<file path="src/led_fault_pkg.sv">
package led_fault_pkg;

  // ----------------------------------------------------------------
  // Clock rate
  // ----------------------------------------------------------------
  localparam int unsigned CLK_MHZ = 125;
  localparam int unsigned CLK_KHZ = 125000;
  localparam int unsigned NUM_STRINGS = 3;

  // ----------------------------------------------------------------
  // Times in their own units
  // ----------------------------------------------------------------
  localparam int unsigned BACKOFF_MS = 100;
  localparam int unsigned OV_SLOW_MS = 560;
  localparam int unsigned OV_FAST_MS = 50;
  localparam int unsigned OV_REARM_MS = 160;
  localparam int unsigned SUPPLY_FILT_US = 100;
  localparam int unsigned UV_FILT_US = 100;
  localparam int unsigned STRING_FILT_US = 1;
  localparam int unsigned EN_CLEAR_MIN_US = 2;
  localparam int unsigned EN_CLEAR_MAX_US = 20;
  localparam int unsigned GROUND_SENSE_US = 10;

  // ----------------------------------------------------------------
  // Times in clock cycles
  // ----------------------------------------------------------------
  localparam logic [31:0] BACKOFF_CYC = 32'(BACKOFF_MS * CLK_KHZ);
  localparam logic [31:0] OV_SLOW_CYC = 32'(OV_SLOW_MS * CLK_KHZ);
  localparam logic [31:0] OV_FAST_CYC = 32'(OV_FAST_MS * CLK_KHZ);
  localparam logic [31:0] OV_REARM_CYC = 32'(OV_REARM_MS * CLK_KHZ);
  localparam logic [31:0] SUPPLY_FILT_CYC = 32'(SUPPLY_FILT_US * CLK_MHZ);
  localparam logic [31:0] UV_FILT_CYC = 32'(UV_FILT_US * CLK_MHZ);
  localparam logic [31:0] STRING_FILT_CYC = 32'(STRING_FILT_US * CLK_MHZ);
  localparam logic [31:0] GROUND_SENSE_CYC = 32'(GROUND_SENSE_US * CLK_MHZ);
  localparam logic [11:0] EN_CLEAR_MIN_CYC = 12'(EN_CLEAR_MIN_US * CLK_MHZ);
  localparam logic [11:0] EN_CLEAR_MAX_CYC = 12'(EN_CLEAR_MAX_US * CLK_MHZ);

  // ----------------------------------------------------------------
  // Positions in the synchronised input vector
  // ----------------------------------------------------------------
  localparam int unsigned SYNC_LOW_LSB = 0;
  localparam int unsigned SYNC_MID_LSB = 3;
  localparam int unsigned SYNC_HIGH_LSB = 6;
  localparam int unsigned SYNC_ATMAX = 9;
  localparam int unsigned SYNC_SUPOV = 10;
  localparam int unsigned SYNC_OUTOV = 11;
  localparam int unsigned SYNC_UV = 12;
  localparam int unsigned SYNC_THERM = 13;
  localparam int unsigned SYNC_EN = 14;
  localparam int unsigned SYNC_POR = 15;
  localparam int unsigned SYNC_GND_LSB = 16;
  localparam int unsigned SYNC_W = 19;
  localparam int unsigned STR_FILT_N = 10;

  // ----------------------------------------------------------------
  // Operating states
  // ----------------------------------------------------------------
  typedef enum logic [2:0] {
    ST_POWER_OFF = 3'h0,
    ST_STANDBY = 3'h1,
    ST_STARTUP = 3'h2,
    ST_ACTIVE = 3'h3,
    ST_BACKOFF = 3'h4
  } state_t;

  localparam state_t STATE_RST = ST_POWER_OFF;

endpackage

</file>
<file path="src/led_fault_ctrl.sv">
// Summary of operation
// - Non-string faults enter backoff, stop converter and sinks, pull fault low.
// - Backoff waits 100 ms, returns active if clear, releasing fault.
// - Open or short string stays active, disables that sink, asserts fault.
// - Enable low 2 to 20 us clears string faults; LEDs off, fault released.
// - Enable low beyond the clear window goes to standby; high restarts.
// - Supply overvoltage from soft start, declared after 100 us.
// - Output overvoltage from active entry, declared after 560 ms.
// - After output overvoltage use 50 ms; restore 560 ms after 160 ms active.
// - Supply undervoltage sensed always, declared after 100 us.
// - String below low level at maximum target flags open, removes string.
// - String above short level with another in window flags short.
// - Shorted string leaves voltage loop and its sink turns off.
// - Thermal monitored from soft start; recovery at backoff expiry once comparator deasserts.
// - Regulator above threshold enters standby, which only watches enable, undervoltage and the regulator.
// - Enable high in standby starts converter and sink power-up.
// - Grounded outputs found at start stay disabled and excluded.
// - Each per-string headroom and short comparator is filtered for 1 us; ground comparators are not.
`timescale 1ns/10ps
module led_fault_ctrl #(
  parameter logic [31:0] BACKOFF_CYC = led_fault_pkg::BACKOFF_CYC,
  parameter logic [31:0] OV_SLOW_CYC = led_fault_pkg::OV_SLOW_CYC,
  parameter logic [31:0] OV_FAST_CYC = led_fault_pkg::OV_FAST_CYC,
  parameter logic [31:0] OV_REARM_CYC = led_fault_pkg::OV_REARM_CYC,
  parameter logic [31:0] SUPPLY_FILT_CYC = led_fault_pkg::SUPPLY_FILT_CYC,
  parameter logic [31:0] UV_FILT_CYC = led_fault_pkg::UV_FILT_CYC
) (
  input wire logic clk_sys,
  input wire logic rst_b,
  input wire logic regulatorOk,
  input wire logic ioSupplyEnable,
  input wire logic supplyOvComp,
  input wire logic outputOvComp,
  input wire logic supplyUvComp,
  input wire logic thermalComp,
  input wire logic adaptAtMax,
  input wire logic [2:0] headroomLow,
  input wire logic [2:0] headroomMid,
  input wire logic [2:0] shortHigh,
  input wire logic [2:0] groundComp,
  output logic boostEnable,
  output logic [2:0] sinkEnable,
  output logic [2:0] loopInclude,
  output logic faultPinOut,
  output logic faultPinOeB,
  output logic supplyOvervoltageFault,
  output logic outputOvervoltageFault,
  output logic supplyUndervoltageFault,
  output logic thermalShutdownFault,
  output logic [2:0] openStringFault,
  output logic [2:0] shortedStringFault,
  output logic [2:0] stateCode
);

  // ----------------------------------------------------------------
  // Reset release
  // ----------------------------------------------------------------
  logic [1:0] rstPipe;
  logic rstN;

  always_ff @(posedge clk_sys or negedge rst_b) begin
    if (!rst_b) begin
      rstPipe <= 2'h0;
    end else begin
      rstPipe <= {rstPipe[0], 1'b1};
    end
  end

  assign rstN = rstPipe[1];

  // ----------------------------------------------------------------
  // Input synchronisers and filters
  // ----------------------------------------------------------------
  logic [led_fault_pkg::SYNC_W-1:0] syncIn;
  logic [led_fault_pkg::SYNC_W-1:0] syncV;
  logic [led_fault_pkg::STR_FILT_N-1:0] strFilt;
  logic [2:0] lowF;
  logic [2:0] midF;
  logic [2:0] highF;
  logic atMaxF;
  logic supOvF;
  logic outOvF;
  logic uvF;
  logic [31:0] ovLimit;

  typedef struct packed {
    led_fault_pkg::state_t state;
    logic [31:0] timer;
    logic [11:0] enLowCnt;
    logic ovFast;
    logic [2:0] grounded;
    logic [2:0] openFlag;
    logic [2:0] shortFlag;
    logic boostEn;
    logic [2:0] sinkEn;
    logic [2:0] loopInc;
    logic faultOeB;
  } ctrl_t;

  ctrl_t s_r;
  ctrl_t s_nxt;

  assign syncIn = {groundComp, regulatorOk, ioSupplyEnable, thermalComp, supplyUvComp,
                   outputOvComp, supplyOvComp, adaptAtMax, shortHigh, headroomMid, headroomLow};

  level_sync #(.W(led_fault_pkg::SYNC_W)) uSync (
    .clk_sys(clk_sys),
    .rstN(rstN),
    .asyncIn(syncIn),
    .syncOut(syncV)
  );

  for (genvar g = 0; g < led_fault_pkg::STR_FILT_N; g++) begin : gStrFilt
    persist_filter uFilt (
      .clk_sys(clk_sys),
      .rstN(rstN),
      .clear(1'b0),
      .sampleIn(syncV[g]),
      .limit(led_fault_pkg::STRING_FILT_CYC),
      .filtOut(strFilt[g])
    );
  end

  assign lowF = strFilt[led_fault_pkg::SYNC_LOW_LSB +: 3];
  assign midF = strFilt[led_fault_pkg::SYNC_MID_LSB +: 3];
  assign highF = strFilt[led_fault_pkg::SYNC_HIGH_LSB +: 3];
  assign atMaxF = strFilt[led_fault_pkg::SYNC_ATMAX];

  persist_filter uSupOv (
    .clk_sys(clk_sys),
    .rstN(rstN),
    .clear(s_r.state == led_fault_pkg::ST_STANDBY || s_r.state == led_fault_pkg::ST_POWER_OFF),
    .sampleIn(syncV[led_fault_pkg::SYNC_SUPOV]),
    .limit(SUPPLY_FILT_CYC),
    .filtOut(supOvF)
  );

  assign ovLimit = s_r.ovFast ? OV_FAST_CYC : OV_SLOW_CYC;

  persist_filter uOutOv (
    .clk_sys(clk_sys),
    .rstN(rstN),
    .clear(s_r.state != led_fault_pkg::ST_ACTIVE),
    .sampleIn(syncV[led_fault_pkg::SYNC_OUTOV]),
    .limit(ovLimit),
    .filtOut(outOvF)
  );

  persist_filter uUv (
    .clk_sys(clk_sys),
    .rstN(rstN),
    .clear(1'b0),
    .sampleIn(syncV[led_fault_pkg::SYNC_UV]),
    .limit(UV_FILT_CYC),
    .filtOut(uvF)
  );

  // ----------------------------------------------------------------
  // State control
  // ----------------------------------------------------------------
  function automatic logic inWindow(input logic low, input logic mid);
    inWindow = !low && !mid;
  endfunction

  logic ioEnS;
  logic porOkS;
  logic thermS;
  logic enLong;
  logic clearPulse;
  logic blank;
  logic faultCond;
  logic rawCond;
  logic [2:0] live;
  logic [2:0] openSet;
  logic [2:0] shortSet;
  logic [2:0] other;
  logic [2:0] strOff;

  assign ioEnS = syncV[led_fault_pkg::SYNC_EN];
  assign porOkS = syncV[led_fault_pkg::SYNC_POR];
  assign thermS = syncV[led_fault_pkg::SYNC_THERM];

  always_comb begin
    s_nxt = s_r;
    enLong = s_r.enLowCnt > led_fault_pkg::EN_CLEAR_MAX_CYC;
    clearPulse = ioEnS && s_r.enLowCnt >= led_fault_pkg::EN_CLEAR_MIN_CYC && !enLong;
    blank = s_r.state == led_fault_pkg::ST_ACTIVE && !ioEnS;
    faultCond = supOvF || outOvF || uvF || thermS;
    rawCond = syncV[led_fault_pkg::SYNC_SUPOV] || syncV[led_fault_pkg::SYNC_OUTOV]
              || syncV[led_fault_pkg::SYNC_UV] || thermS;
    live = ~(s_r.grounded | s_r.openFlag | s_r.shortFlag);
    other = 3'h0;
    for (int i = 0; i < 3; i++) begin
      for (int j = 0; j < 3; j++) begin
        if (j != i && live[j] && inWindow(lowF[j], midF[j])) begin
          other[i] = 1'b1;
        end
      end
    end
    openSet = live & lowF & {3{atMaxF && !blank}};
    shortSet = live & highF & other & {3{!blank}};
    if (ioEnS) begin
      s_nxt.enLowCnt = 12'h000;
    end else if (!enLong) begin
      s_nxt.enLowCnt = s_r.enLowCnt + 12'h001;
    end
    unique case (s_r.state)
      led_fault_pkg::ST_POWER_OFF: begin
        s_nxt.state = led_fault_pkg::ST_STANDBY;
      end
      led_fault_pkg::ST_STANDBY: begin
        s_nxt.timer = 32'h0;
        s_nxt.grounded = 3'h0;
        s_nxt.openFlag = 3'h0;
        s_nxt.shortFlag = 3'h0;
        s_nxt.ovFast = 1'b0;
        if (ioEnS && !uvF) begin
          s_nxt.state = led_fault_pkg::ST_STARTUP;
        end
      end
      led_fault_pkg::ST_STARTUP: begin
        s_nxt.timer = s_r.timer + 32'h1;
        if (enLong) begin
          s_nxt.state = led_fault_pkg::ST_STANDBY;
        end else if (faultCond) begin
          s_nxt.state = led_fault_pkg::ST_BACKOFF;
          s_nxt.timer = 32'h0;
        end else if (s_r.timer >= led_fault_pkg::GROUND_SENSE_CYC - 32'h1) begin
          s_nxt.grounded = syncV[led_fault_pkg::SYNC_GND_LSB +: 3];
          s_nxt.state = led_fault_pkg::ST_ACTIVE;
          s_nxt.timer = 32'h0;
        end
      end
      led_fault_pkg::ST_ACTIVE: begin
        if (s_r.timer < OV_REARM_CYC) begin
          s_nxt.timer = s_r.timer + 32'h1;
        end else begin
          s_nxt.ovFast = 1'b0;
        end
        s_nxt.openFlag = (s_r.openFlag & ~{3{clearPulse}}) | openSet;
        s_nxt.shortFlag = (s_r.shortFlag & ~{3{clearPulse}}) | shortSet;
        if (enLong) begin
          s_nxt.state = led_fault_pkg::ST_STANDBY;
        end else if (faultCond) begin
          s_nxt.state = led_fault_pkg::ST_BACKOFF;
          s_nxt.timer = 32'h0;
          s_nxt.ovFast = s_r.ovFast || outOvF;
        end
      end
      led_fault_pkg::ST_BACKOFF: begin
        s_nxt.timer = s_r.timer + 32'h1;
        if (enLong) begin
          s_nxt.state = led_fault_pkg::ST_STANDBY;
        end else if (s_r.timer >= BACKOFF_CYC - 32'h1) begin
          s_nxt.timer = 32'h0;
          if (!rawCond) begin
            s_nxt.state = led_fault_pkg::ST_ACTIVE;
          end
        end
      end
      default: begin
        s_nxt.state = led_fault_pkg::ST_POWER_OFF;
      end
    endcase
    if (!porOkS) begin
      s_nxt.state = led_fault_pkg::ST_POWER_OFF;
    end
    strOff = s_nxt.grounded | s_nxt.openFlag | s_nxt.shortFlag;
    s_nxt.boostEn = s_nxt.state == led_fault_pkg::ST_STARTUP
                    || s_nxt.state == led_fault_pkg::ST_ACTIVE;
    s_nxt.sinkEn = (s_nxt.state == led_fault_pkg::ST_ACTIVE && ioEnS) ? ~strOff : 3'h0;
    s_nxt.loopInc = ~strOff;
    s_nxt.faultOeB = !(s_nxt.state == led_fault_pkg::ST_BACKOFF
                       || ((|(s_nxt.openFlag | s_nxt.shortFlag)) && ioEnS));
  end

  always_ff @(posedge clk_sys or negedge rstN) begin
    if (!rstN) begin
      s_r <= '{state: led_fault_pkg::STATE_RST, faultOeB: 1'b1, default: '0};
    end else begin
      s_r <= s_nxt;
    end
  end

  // ----------------------------------------------------------------
  // Outputs
  // ----------------------------------------------------------------
  assign boostEnable = s_r.boostEn;
  assign sinkEnable = s_r.sinkEn;
  assign loopInclude = s_r.loopInc;
  assign faultPinOut = 1'b0;
  assign faultPinOeB = s_r.faultOeB;
  assign supplyOvervoltageFault = supOvF;
  assign outputOvervoltageFault = outOvF;
  assign supplyUndervoltageFault = uvF;
  assign thermalShutdownFault = thermS;
  assign openStringFault = s_r.openFlag;
  assign shortedStringFault = s_r.shortFlag;
  assign stateCode = s_r.state;
endmodule

</file>
<file path="src/level_sync.sv">
`timescale 1ns/10ps
module level_sync #(
  parameter int unsigned W = 1
) (
  input wire logic clk_sys,
  input wire logic rstN,
  input wire logic [W-1:0] asyncIn,
  output logic [W-1:0] syncOut
);

  typedef struct packed {
    logic [W-1:0] stage1;
    logic [W-1:0] stage2;
  } sync_t;

  sync_t s_r;
  sync_t s_nxt;

  always_comb begin
    s_nxt.stage1 = asyncIn;
    s_nxt.stage2 = s_r.stage1;
  end

  always_ff @(posedge clk_sys or negedge rstN) begin
    if (!rstN) begin
      s_r <= '0;
    end else begin
      s_r <= s_nxt;
    end
  end

  assign syncOut = s_r.stage2;

endmodule

</file>
<file path="src/persist_filter.sv">
`timescale 1ns/10ps
module persist_filter #(
  parameter int unsigned CNT_W = 32
) (
  input wire logic clk_sys,
  input wire logic rstN,
  input wire logic clear,
  input wire logic sampleIn,
  input wire logic [CNT_W-1:0] limit,
  output logic filtOut
);

  // ----------------------------------------------------------------
  // The output takes a new level after it has held for limit cycles; clear forces it low at once.
  // ----------------------------------------------------------------
  typedef struct packed {
    logic [CNT_W-1:0] cnt;
    logic out;
  } filt_t;

  filt_t f_r;
  filt_t f_nxt;

  always_comb begin
    f_nxt = f_r;
    if (clear) begin
      f_nxt.cnt = '0;
      f_nxt.out = 1'b0;
    end else if (sampleIn == f_r.out) begin
      f_nxt.cnt = '0;
    end else if (f_r.cnt >= limit - CNT_W'(1)) begin
      f_nxt.cnt = '0;
      f_nxt.out = sampleIn;
    end else begin
      f_nxt.cnt = f_r.cnt + CNT_W'(1);
    end
  end

  always_ff @(posedge clk_sys or negedge rstN) begin
    if (!rstN) begin
      f_r <= '0;
    end else begin
      f_r <= f_nxt;
    end
  end

  assign filtOut = f_r.out;

endmodule

</file>
<file path="config.mk">
export PLATFORM = sky130hd
export DESIGN_NAME = led_fault_ctrl
export DESIGN_NICKNAME = d
export VERILOG_FILES = /design/src/led_fault_pkg.sv /design/src/led_fault_ctrl.sv /design/src/level_sync.sv /design/src/persist_filter.sv
export SDC_FILE = /design/constraint.sdc
export NUM_CORES = 1
export LEC_CHECK = 0
export BUFFER_PORTS_ARGS = -buffer_cell sky130_fd_sc_hd__buf_2
export CAP_MARGIN = 20
export CORE_MARGIN = 1.5
export CORE_UTILIZATION = 30
export CTS_CLUSTER_SIZE = 12
export DETAILED_ROUTE_END_ITERATION = 10
export SETUP_SLACK_MARGIN = 0.5
export SLEW_MARGIN = 10
export SYNTH_ARGS = -nofsm -noshare
export SYNTH_HDL_FRONTEND = slang
export SYNTH_SLANG_ARGS = --single-unit
export TNS_END_PERCENT = 1
</file>
<file path="constraint.sdc">
create_clock -name clk_sys -period 20.7 [get_ports clk_sys]
set_input_delay 1.035 -clock clk_sys [delete_from_list [all_inputs] [get_ports clk_sys]]
set_output_delay 1.035 -clock clk_sys [all_outputs]
set_load 0.05 [all_outputs]
</file>
==> impl_metrics.env, run 1 <==
export IMPL_status="finished, final reports clean"
export IMPL_seq_area_frac_synth_pct=68.3
export IMPL_hold_violations=0
export IMPL_cp_num_buf_inv=3
export IMPL_clock_root_buffer="clkbuf_16"
export IMPL_cp_top_family="buffers and inverters"
export IMPL_drtAntennaViolNets=0
export IMPL_cts_hold_buf=0
export IMPL_gp_congestion=0.833
export IMPL_critPathLaunch="rstPipe[1]"
export IMPL_grt_max_degree=97
export IMPL_grt_pass1_vias=12200
export IMPL_leakagePower_nw=10.5
export IMPL_yosysWarnings=0
export IMPL_worst_path_stages=3
export IMPL_core_um2=64500
export IMPL_post_cts_setup_buffers=0
export IMPL_relSlewSlack_pct=32.1
export IMPL_cpPeakStageDelay_ns=1.02
export IMPL_dr_pass1_iters=5
export IMPL_drc=0
export IMPL_grt_overflow=0
export IMPL_diodes=0
export IMPL_min_path_type="input port to asynchronous set/reset pin"
export IMPL_final_min_clock_period_ns=3.44
export IMPL_crit_slowest_cell="dfrtp_4"
export IMPL_place_area_um2=21800
export IMPL_crit_top_cell="buf_4"
export IMPL_fin_crit_sh_pct=16.6
export IMPL_portBuffers=41
export IMPL_insertion_delay_ns=0.59
export IMPL_antenna_found_initial=0
export IMPL_fillers=6327
export IMPL_r2r_start="rstPipe[1]"
export IMPL_p_per_area_nw_per_um2=87.2
export IMPL_cts_sinks=534
export IMPL_viasPerCell=4.25
export IMPL_finalSetupViolCount=0
export IMPL_num_rows=93
export IMPL_drive_gt1_share_pct=8.20
export IMPL_reg2reg_setup_slack_ns=17.26
export IMPL_synth_area_per_cell_um2=12.7
export IMPL_setup_tns_ns=0
export IMPL_start_util_pct=30.4
export IMPL_fin_area_um2=23400
export IMPL_ys_flop_type="dfrtp_1"
export IMPL_slew_violations=0
export IMPL_rsz0062_at_grt="no"
export IMPL_cts_path_max_buffers=3
export IMPL_wire_per_inst_um=12.3
export IMPL_die_area_um2=66800
export IMPL_path_class="flop to asynchronous set/reset pin"
export IMPL_cts_buffers=53
export IMPL_end_kind="asynchronous set/reset pin"
export IMPL_h_tree_depth=2
export IMPL_max_freq_mhz=291
export IMPL_r2r_end="uSupOv.f_r[30]"
export IMPL_cp_required_ns=21.26
export IMPL_grt_pass1_wl_um=59200
export IMPL_final_nets=1961
export IMPL_cts_tree="built"
export IMPL_final_seq_area_um2=13400
export IMPL_synth_edf_count=0
export IMPL_cts_resized=0
export IMPL_async_reset_ff_share_pct=100
export IMPL_max_cap_viol_count=0
export IMPL_cp_start_kind="flop"
export IMPL_die_x_um=258
export IMPL_ys_types=72
export IMPL_worst_path_max_fanout=96
export IMPL_cp_arrival_ns=4.00
export IMPL_multi_input_area_um2=6920
export IMPL_vias=11800
export IMPL_crit_end="uSupOv.f_r[30]"
export IMPL_grt_use_total_pct=10.7
export IMPL_die_h_um=258
export IMPL_clock_skew_ns=0.0134
export IMPL_ys_seq_elements=534
export IMPL_rr_worst_depth=3
export IMPL_ios=43
export IMPL_clk_pin_slew_worst_paths_ns=0.06
export IMPL_drt_iter0_drc=670
export IMPL_tightest_slew_ns=1.02
export IMPL_hpwl_um=23300
export IMPL_wl_um=34300
export IMPL_synthesis_area_um2=19600
export IMPL_crit_path_cell_trace="buf_4 > buf_6 > buf_4"
export IMPL_ir_worst_vdd_uv=69.9
export IMPL_synthCells=1542
export IMPL_syn_to_final_growth_pct=19.6
## metrics by stage
step | std cells | setup slack, ns | total power, mW | hold WS [ns] | utilization, %
floorplan | 1832 | 4.72 | 1.16 | 0.331 | -
global placement | 2698 | 16.90 | 1.17 | 0.337 | 33.8
detailed placement | 2698 | 16.77 | 1.18 | 0.335 | 33.8
CTS | 2779 | 16.75 | 2.08 | 0.203 | 36.2
global route | 2781 | 16.62 | 2.13 | 0.213 | 36.3
finish | 2781 | 17.26 | 2.04 | 0.238 | 36.3
## cell type report
type                    count  area share, %
clock buffers              76           6.64
well taps                 855           4.57
inverters                  41          0.657
multi-input cells        1221           29.6
repair buffers             49           1.32
flip-flops and latches    534           57.1
clock inverters             5          0.139
## cell usage after synthesis, types with 6 or more instances
| cell type | number | area share, % |
|---|---|---|
| a21oi_1 | 40 | 1.0 |
| dfrtp_1 | 533 | 68 |
| nand2_1 | 90 | 1.7 |
| a211oi_1 | 13 | 0.50 |
| nand3_1 | 84 | 2.1 |
| nor2b_1 | 7 | 0.22 |
| a32o_1 | 6 | 0.31 |
| mux2_2 | 11 | 0.63 |
| o211ai_1 | 6 | 0.23 |
| xor2_1 | 83 | 3.7 |
| o21ai_0 | 19 | 0.49 |
| and3_1 | 43 | 1.4 |
| nor3_1 | 24 | 0.61 |
| a21o_1 | 9 | 0.35 |
| nand2b_1 | 9 | 0.29 |
| clkbuf_1 | 8 | 0.15 |
| nor4_1 | 70 | 2.2 |
| and2_1 | 18 | 0.58 |
| buf_2 | 7 | 0.18 |
| nor2_1 | 182 | 3.5 |
| and4_1 | 6 | 0.27 |
| inv_1 | 41 | 0.79 |
| a31oi_1 | 25 | 0.80 |
| buf_4 | 19 | 0.73 |
| ha_1 | 40 | 2.6 |
| xnor2_1 | 36 | 1.6 |
| or3_1 | 11 | 0.35 |
| nand4_1 | 25 | 0.80 |
## routing by layer
layer | vias to the layer above | global-route usage [%] | wire (um)
met4 | 0 | 3.80 | 886
met3 | 70 | 2.43 | 1650
li1 | 5754 | - | -
met5 | - | 0 | 0
met1 | 5815 | 14.4 | 16100
met2 | 186 | 17.0 | 15700
## report_power, final
group	switching [mW]	leakage (nW)	internal, mW
clock network	0.369	0.783	0.513
logic	0.0438	3.06	0.0144
registers	0.0189	6.65	1.08
## logic make-up (layout without fill, tap and decap cells)
kind of cell	Yosys count	count (layout)	synth area share, %
buf+inv	77	171	1.96
flops	534	534	68.3
compound gates	159	159	5.57
xor+xnor	119	119	5.32
simple gates	598	598	15.6
mux	13	13	0.735
fa+ha+maj	40	40	2.56
other cells	2	292	0.0384
## registers in the layout (all words and copies together) (netlist names), 3 cells and up
signal                  cells
stateCode                   3
uSync.s_nxt                19
uSync.syncOut              19
uUv.f_r                    32
uSupOv.f_r                 32
loopInclude                 3
s_r                        48
gStrFilt.uFilt.f_r        320
openStringFault             3
shortedStringFault          3
uOutOv.f_r                 32
gStrFilt.uFilt.filtOut     10
sinkEnable                  3
## how the worst min path moves through the flow
stage | slack (ns) | from | cells after the start | end
after global routing | 0.21 | rst_b | 1 | rstPipe[0]
after floorplan | 0.33 | rstPipe[0] | 0 | rstPipe[1]
after CTS | 0.20 | rst_b | 1 | rstPipe[1]
after global placement | 0.34 | uSync.s_nxt[1] | 0 | uSync.syncOut[1]
final | 0.24 | rst_b | 1 | rstPipe[0]
after detailed placement | 0.33 | uSync.s_nxt[1] | 0 | uSync.syncOut[1]
## cells in the final DEF (no fill, tap or decap), drive strengths merged, types with 11 or more instances in the layout
master  count
nand4      25
o21ai      24
clkbuf     76
mux2       11
nand2      92
xnor2      36
buf        49
inv        42
xor2       83
a211oi     14
ha         40
nor2      182
a31oi      25
and3       43
or3        11
nand3      84
and2       19
dfrtp     533
conb      292
nor3       26
nor4       73
a21oi      40
(Power assumes the default switching activity.)
==> inputs of run 2 (changes only) <==
--- a/config.mk
+++ b/config.mk
@@ -5,6 +5,7 @@
 export SDC_FILE = /design/constraint.sdc
 export NUM_CORES = 1
 export LEC_CHECK = 0
+export ABC_AREA = 1
 export BUFFER_PORTS_ARGS = -buffer_cell sky130_fd_sc_hd__buf_2
 export CAP_MARGIN = 20
 export CORE_MARGIN = 1.5
==> constraint.sdc (replaced) <==
create_clock -name clk_sys -period 3 [get_ports clk_sys]
set_input_delay 0.15 -clock clk_sys [delete_from_list [all_inputs] [get_ports clk_sys]]
set_output_delay 0.15 -clock clk_sys [all_outputs]
set_load 0.05 [all_outputs]
==> impl_metrics.env, run 2 <==
export IMPL_tightest_slew_ns=0.970
export IMPL_cpPeakStageDelay_ns=0.47
export IMPL_synthesis_area_um2=20900
export IMPL_viasPerCell=4.25
export IMPL_clock_skew_ns=0.0477
export IMPL_synthCells=1937
export IMPL_path_class="flop to flop"
export IMPL_cts_path_max_buffers=3
export IMPL_power_mw=15.3
export IMPL_wl_um=40400
export IMPL_grt_use_total_pct=11.7
export IMPL_synth_edf_count=0
export IMPL_r2r_start="s_r[17]"
export IMPL_cp_arrival_ns=2.89
export IMPL_num_rows=96
export IMPL_ios=43
export IMPL_die_x_um=267
export IMPL_setup_tns_ns=0
export IMPL_pre_cts_ws_ns=0.549
export IMPL_dr_pass1_iters=5
export IMPL_seq_area_frac_synth_pct=63.8
export IMPL_max_freq_mhz=427
export IMPL_diodes=0
export IMPL_final_nets=2395
export IMPL_grt_max_degree=94
export IMPL_top_regs="gStrFilt.uFilt.f_r x320, s_r x48"
export IMPL_wire_per_inst_um=12.2
export IMPL_cts_sinks=534
export IMPL_worst_path_max_fanout=14
export IMPL_end_kind="flop"
export IMPL_portBuffers=41
export IMPL_grt_overflow=0
export IMPL_synthTopCellsByCount="533 x dfrtp_1, 310 x nand2_1, 220 x nor2_1, 170 x inv_1, 84 x nand3_1"
export IMPL_grt_pass1_wl_um=68300
export IMPL_largest_reg_flops=320
export IMPL_min_path_type="input port to flop"
export IMPL_status="finished, final reports clean"
export IMPL_cp_top_family="simple AND/OR/NAND/NOR gates"
export IMPL_cp_required_ns=3.55
export IMPL_syn_to_final_growth_pct=22.2
export IMPL_die_h_um=267
export IMPL_r2r_end="uOutOv.f_r[22]"
export IMPL_vias=14100
export IMPL_p_per_area_nw_per_um2=597
export IMPL_crit_slowest_cell="dfrtp_1"
export IMPL_fillers=6731
export IMPL_rr_worst_depth=10
export IMPL_cts_buffers=58
export IMPL_die_area_um2=71400
export IMPL_fin_crit_sh_pct=78.0
export IMPL_largest_register="gStrFilt.uFilt.f_r"
export IMPL_yosys_area_top_type="dfrtp_1"
export IMPL_gp_congestion=0.925
export IMPL_async_reset_ff_share_pct=100
export IMPL_max_cap_viol_count=0
export IMPL_final_min_clock_period_ns=2.34
export IMPL_cts_tree="built"
export IMPL_crit_top_cell="nand2_1"
export IMPL_fin_util_pct=37.2
export IMPL_cp_num_buf_inv=1
export IMPL_ys_types=64
export IMPL_synth_area_per_cell_um2=10.8
export IMPL_yosysWarnings=0
export IMPL_reg2reg_setup_slack_ns=0.66
export IMPL_hold_path_end="uSync.s_nxt[7]"
export IMPL_crit_path_cell_trace="inv_1 > ha_1 > a211o_1 > nor2_1 > nand2_1 > nand2_1 > nand2_1 > nand2_1 > nand4_4 > nor2_1"
export IMPL_ys_flop_type="dfrtp_1"
export IMPL_setup_ws_ns=0.660
export IMPL_clk_pin_slew_worst_paths_ns=0.06
export IMPL_clock_root_buffer="clkbuf_16"
export IMPL_holdPathStages=2
export IMPL_cp_start_kind="flop"
export IMPL_ys_seq_elements=534
export IMPL_drt_iter0_drc=719
export IMPL_grt_pass1_vias=14500
export IMPL_insertion_delay_ns=0.64
export IMPL_layout_commonest_cell="dfrtp_1"
export IMPL_rsz0062_at_grt="yes"
export IMPL_drtAntennaViolNets=0
export IMPL_yosysMostFrequentCell="dfrtp_1"
export IMPL_synth_top_area_share_pct=63.7
export IMPL_relSlewSlack_pct=34.7
export IMPL_ir_worst_vdd_uv=428
export IMPL_hold_start="shortHigh[1]"
export IMPL_finalSetupViolCount=0
export IMPL_start_util_pct=30.4
export IMPL_drc=0
export IMPL_antenna_found_initial=0
export IMPL_most_common_layout_cells="532 x dfrtp_1, 310 x nand2_1, 292 x conb_1"
export IMPL_drive_gt1_share_pct=11.0
export IMPL_hpwl_um=29000
export IMPL_slew_violations=0
export IMPL_leakagePower_nw=11.5
export IMPL_core_um2=68800
export IMPL_yosys_top_cells_area="dfrtp_1 64%, nand2_1 5.6%, nor2_1 3.9%"
export IMPL_h_tree_depth=2
export IMPL_hold_violations=0
## run 2: changes by cell type after synthesis, moves of 22 or more
cell     previous run  this run
nand2_1            90       310
inv_1              41       170
nor3_1             24        71
and3_1             43         1
nor2_1            182       220
xor2_1             83        59
nor3b_1             2        24
## run 2: where the power goes
group / internal, mW / leakage [nW] / switching (mW)
logic: 0.137 / 3.94 / 0.375
registers: 7.46 / 6.65 / 0.113
clock network: 4.36 / 0.956 / 2.84
total: 12.0 / 11.5 / 3.33
## run 2: area by class of cell
class,instances,area (um2),area share (%)
clock buffer,84,1660,6.48
clock inverter,19,315,1.23
inverter,190,718,2.81
multi-input combinational,1466,7690,30.0
sequential,534,13400,52.2
tap,931,1160,4.55
timing repair buffer,84,681,2.66
## run 2: worst max path at each step
stage	startpoint	end	slack, ns	cells after the start
final	s_r[17]	uOutOv.f_r[22]	0.66	10
after global routing	s_r[17]	uOutOv.f_r[18]	0.45	10
after CTS	s_r[17]	uOutOv.f_r[2]	0.55	10
after detailed placement	s_r[17]	uOutOv.f_r[8]	0.55	10
after global placement	s_r[17]	uOutOv.f_r[23]	0.67	10
after floorplan	rstPipe[1]	boostEnable	-2.20	0
## run 2: timing repair
item                                    4_1_cts  5_1_grt
buffers inserted                              0        0
endpoints found under the hold margin        21        0
hold buffers                                 21        0
resized for setup                             0        1
endpoints found under the setup margin        0       28
## run 2: through the flow
step | area [um2] | instances | hold slack [ns]
finish | 25600 | 3308 | 0.148
CTS | 25600 | 3307 | 0.104
global placement | 23400 | 3183 | -0.0654
detailed placement | 23400 | 3183 | -0.0623
global route | 25600 | 3308 | 0.135
floorplan | 22000 | 2227 | -0.146
## run 2: kinds of logic after synthesis
group | Yosys count | share of synthesized area [%]
AOI/OAI and AO/OA | 153 | 4.63
xor gates and xnor gates | 77 | 3.22
adders and majority gates | 40 | 2.39
buffers and inverters | 228 | 4.78
DFF | 534 | 63.8
other | 2 | 0.0359
and+or+nand+nor | 903 | 21.1
## run 2: layer usage
metal	track usage [%]	vias up	part of all wire [%]	wire length, um
met2	19.9	277	48	19400
met3	3.02	75	6.4	2580
met5	0	-	0	0
met4	4.51	0	2.8	1140
met1	14.2	6832	43	17300
li1	-	6877	-	-
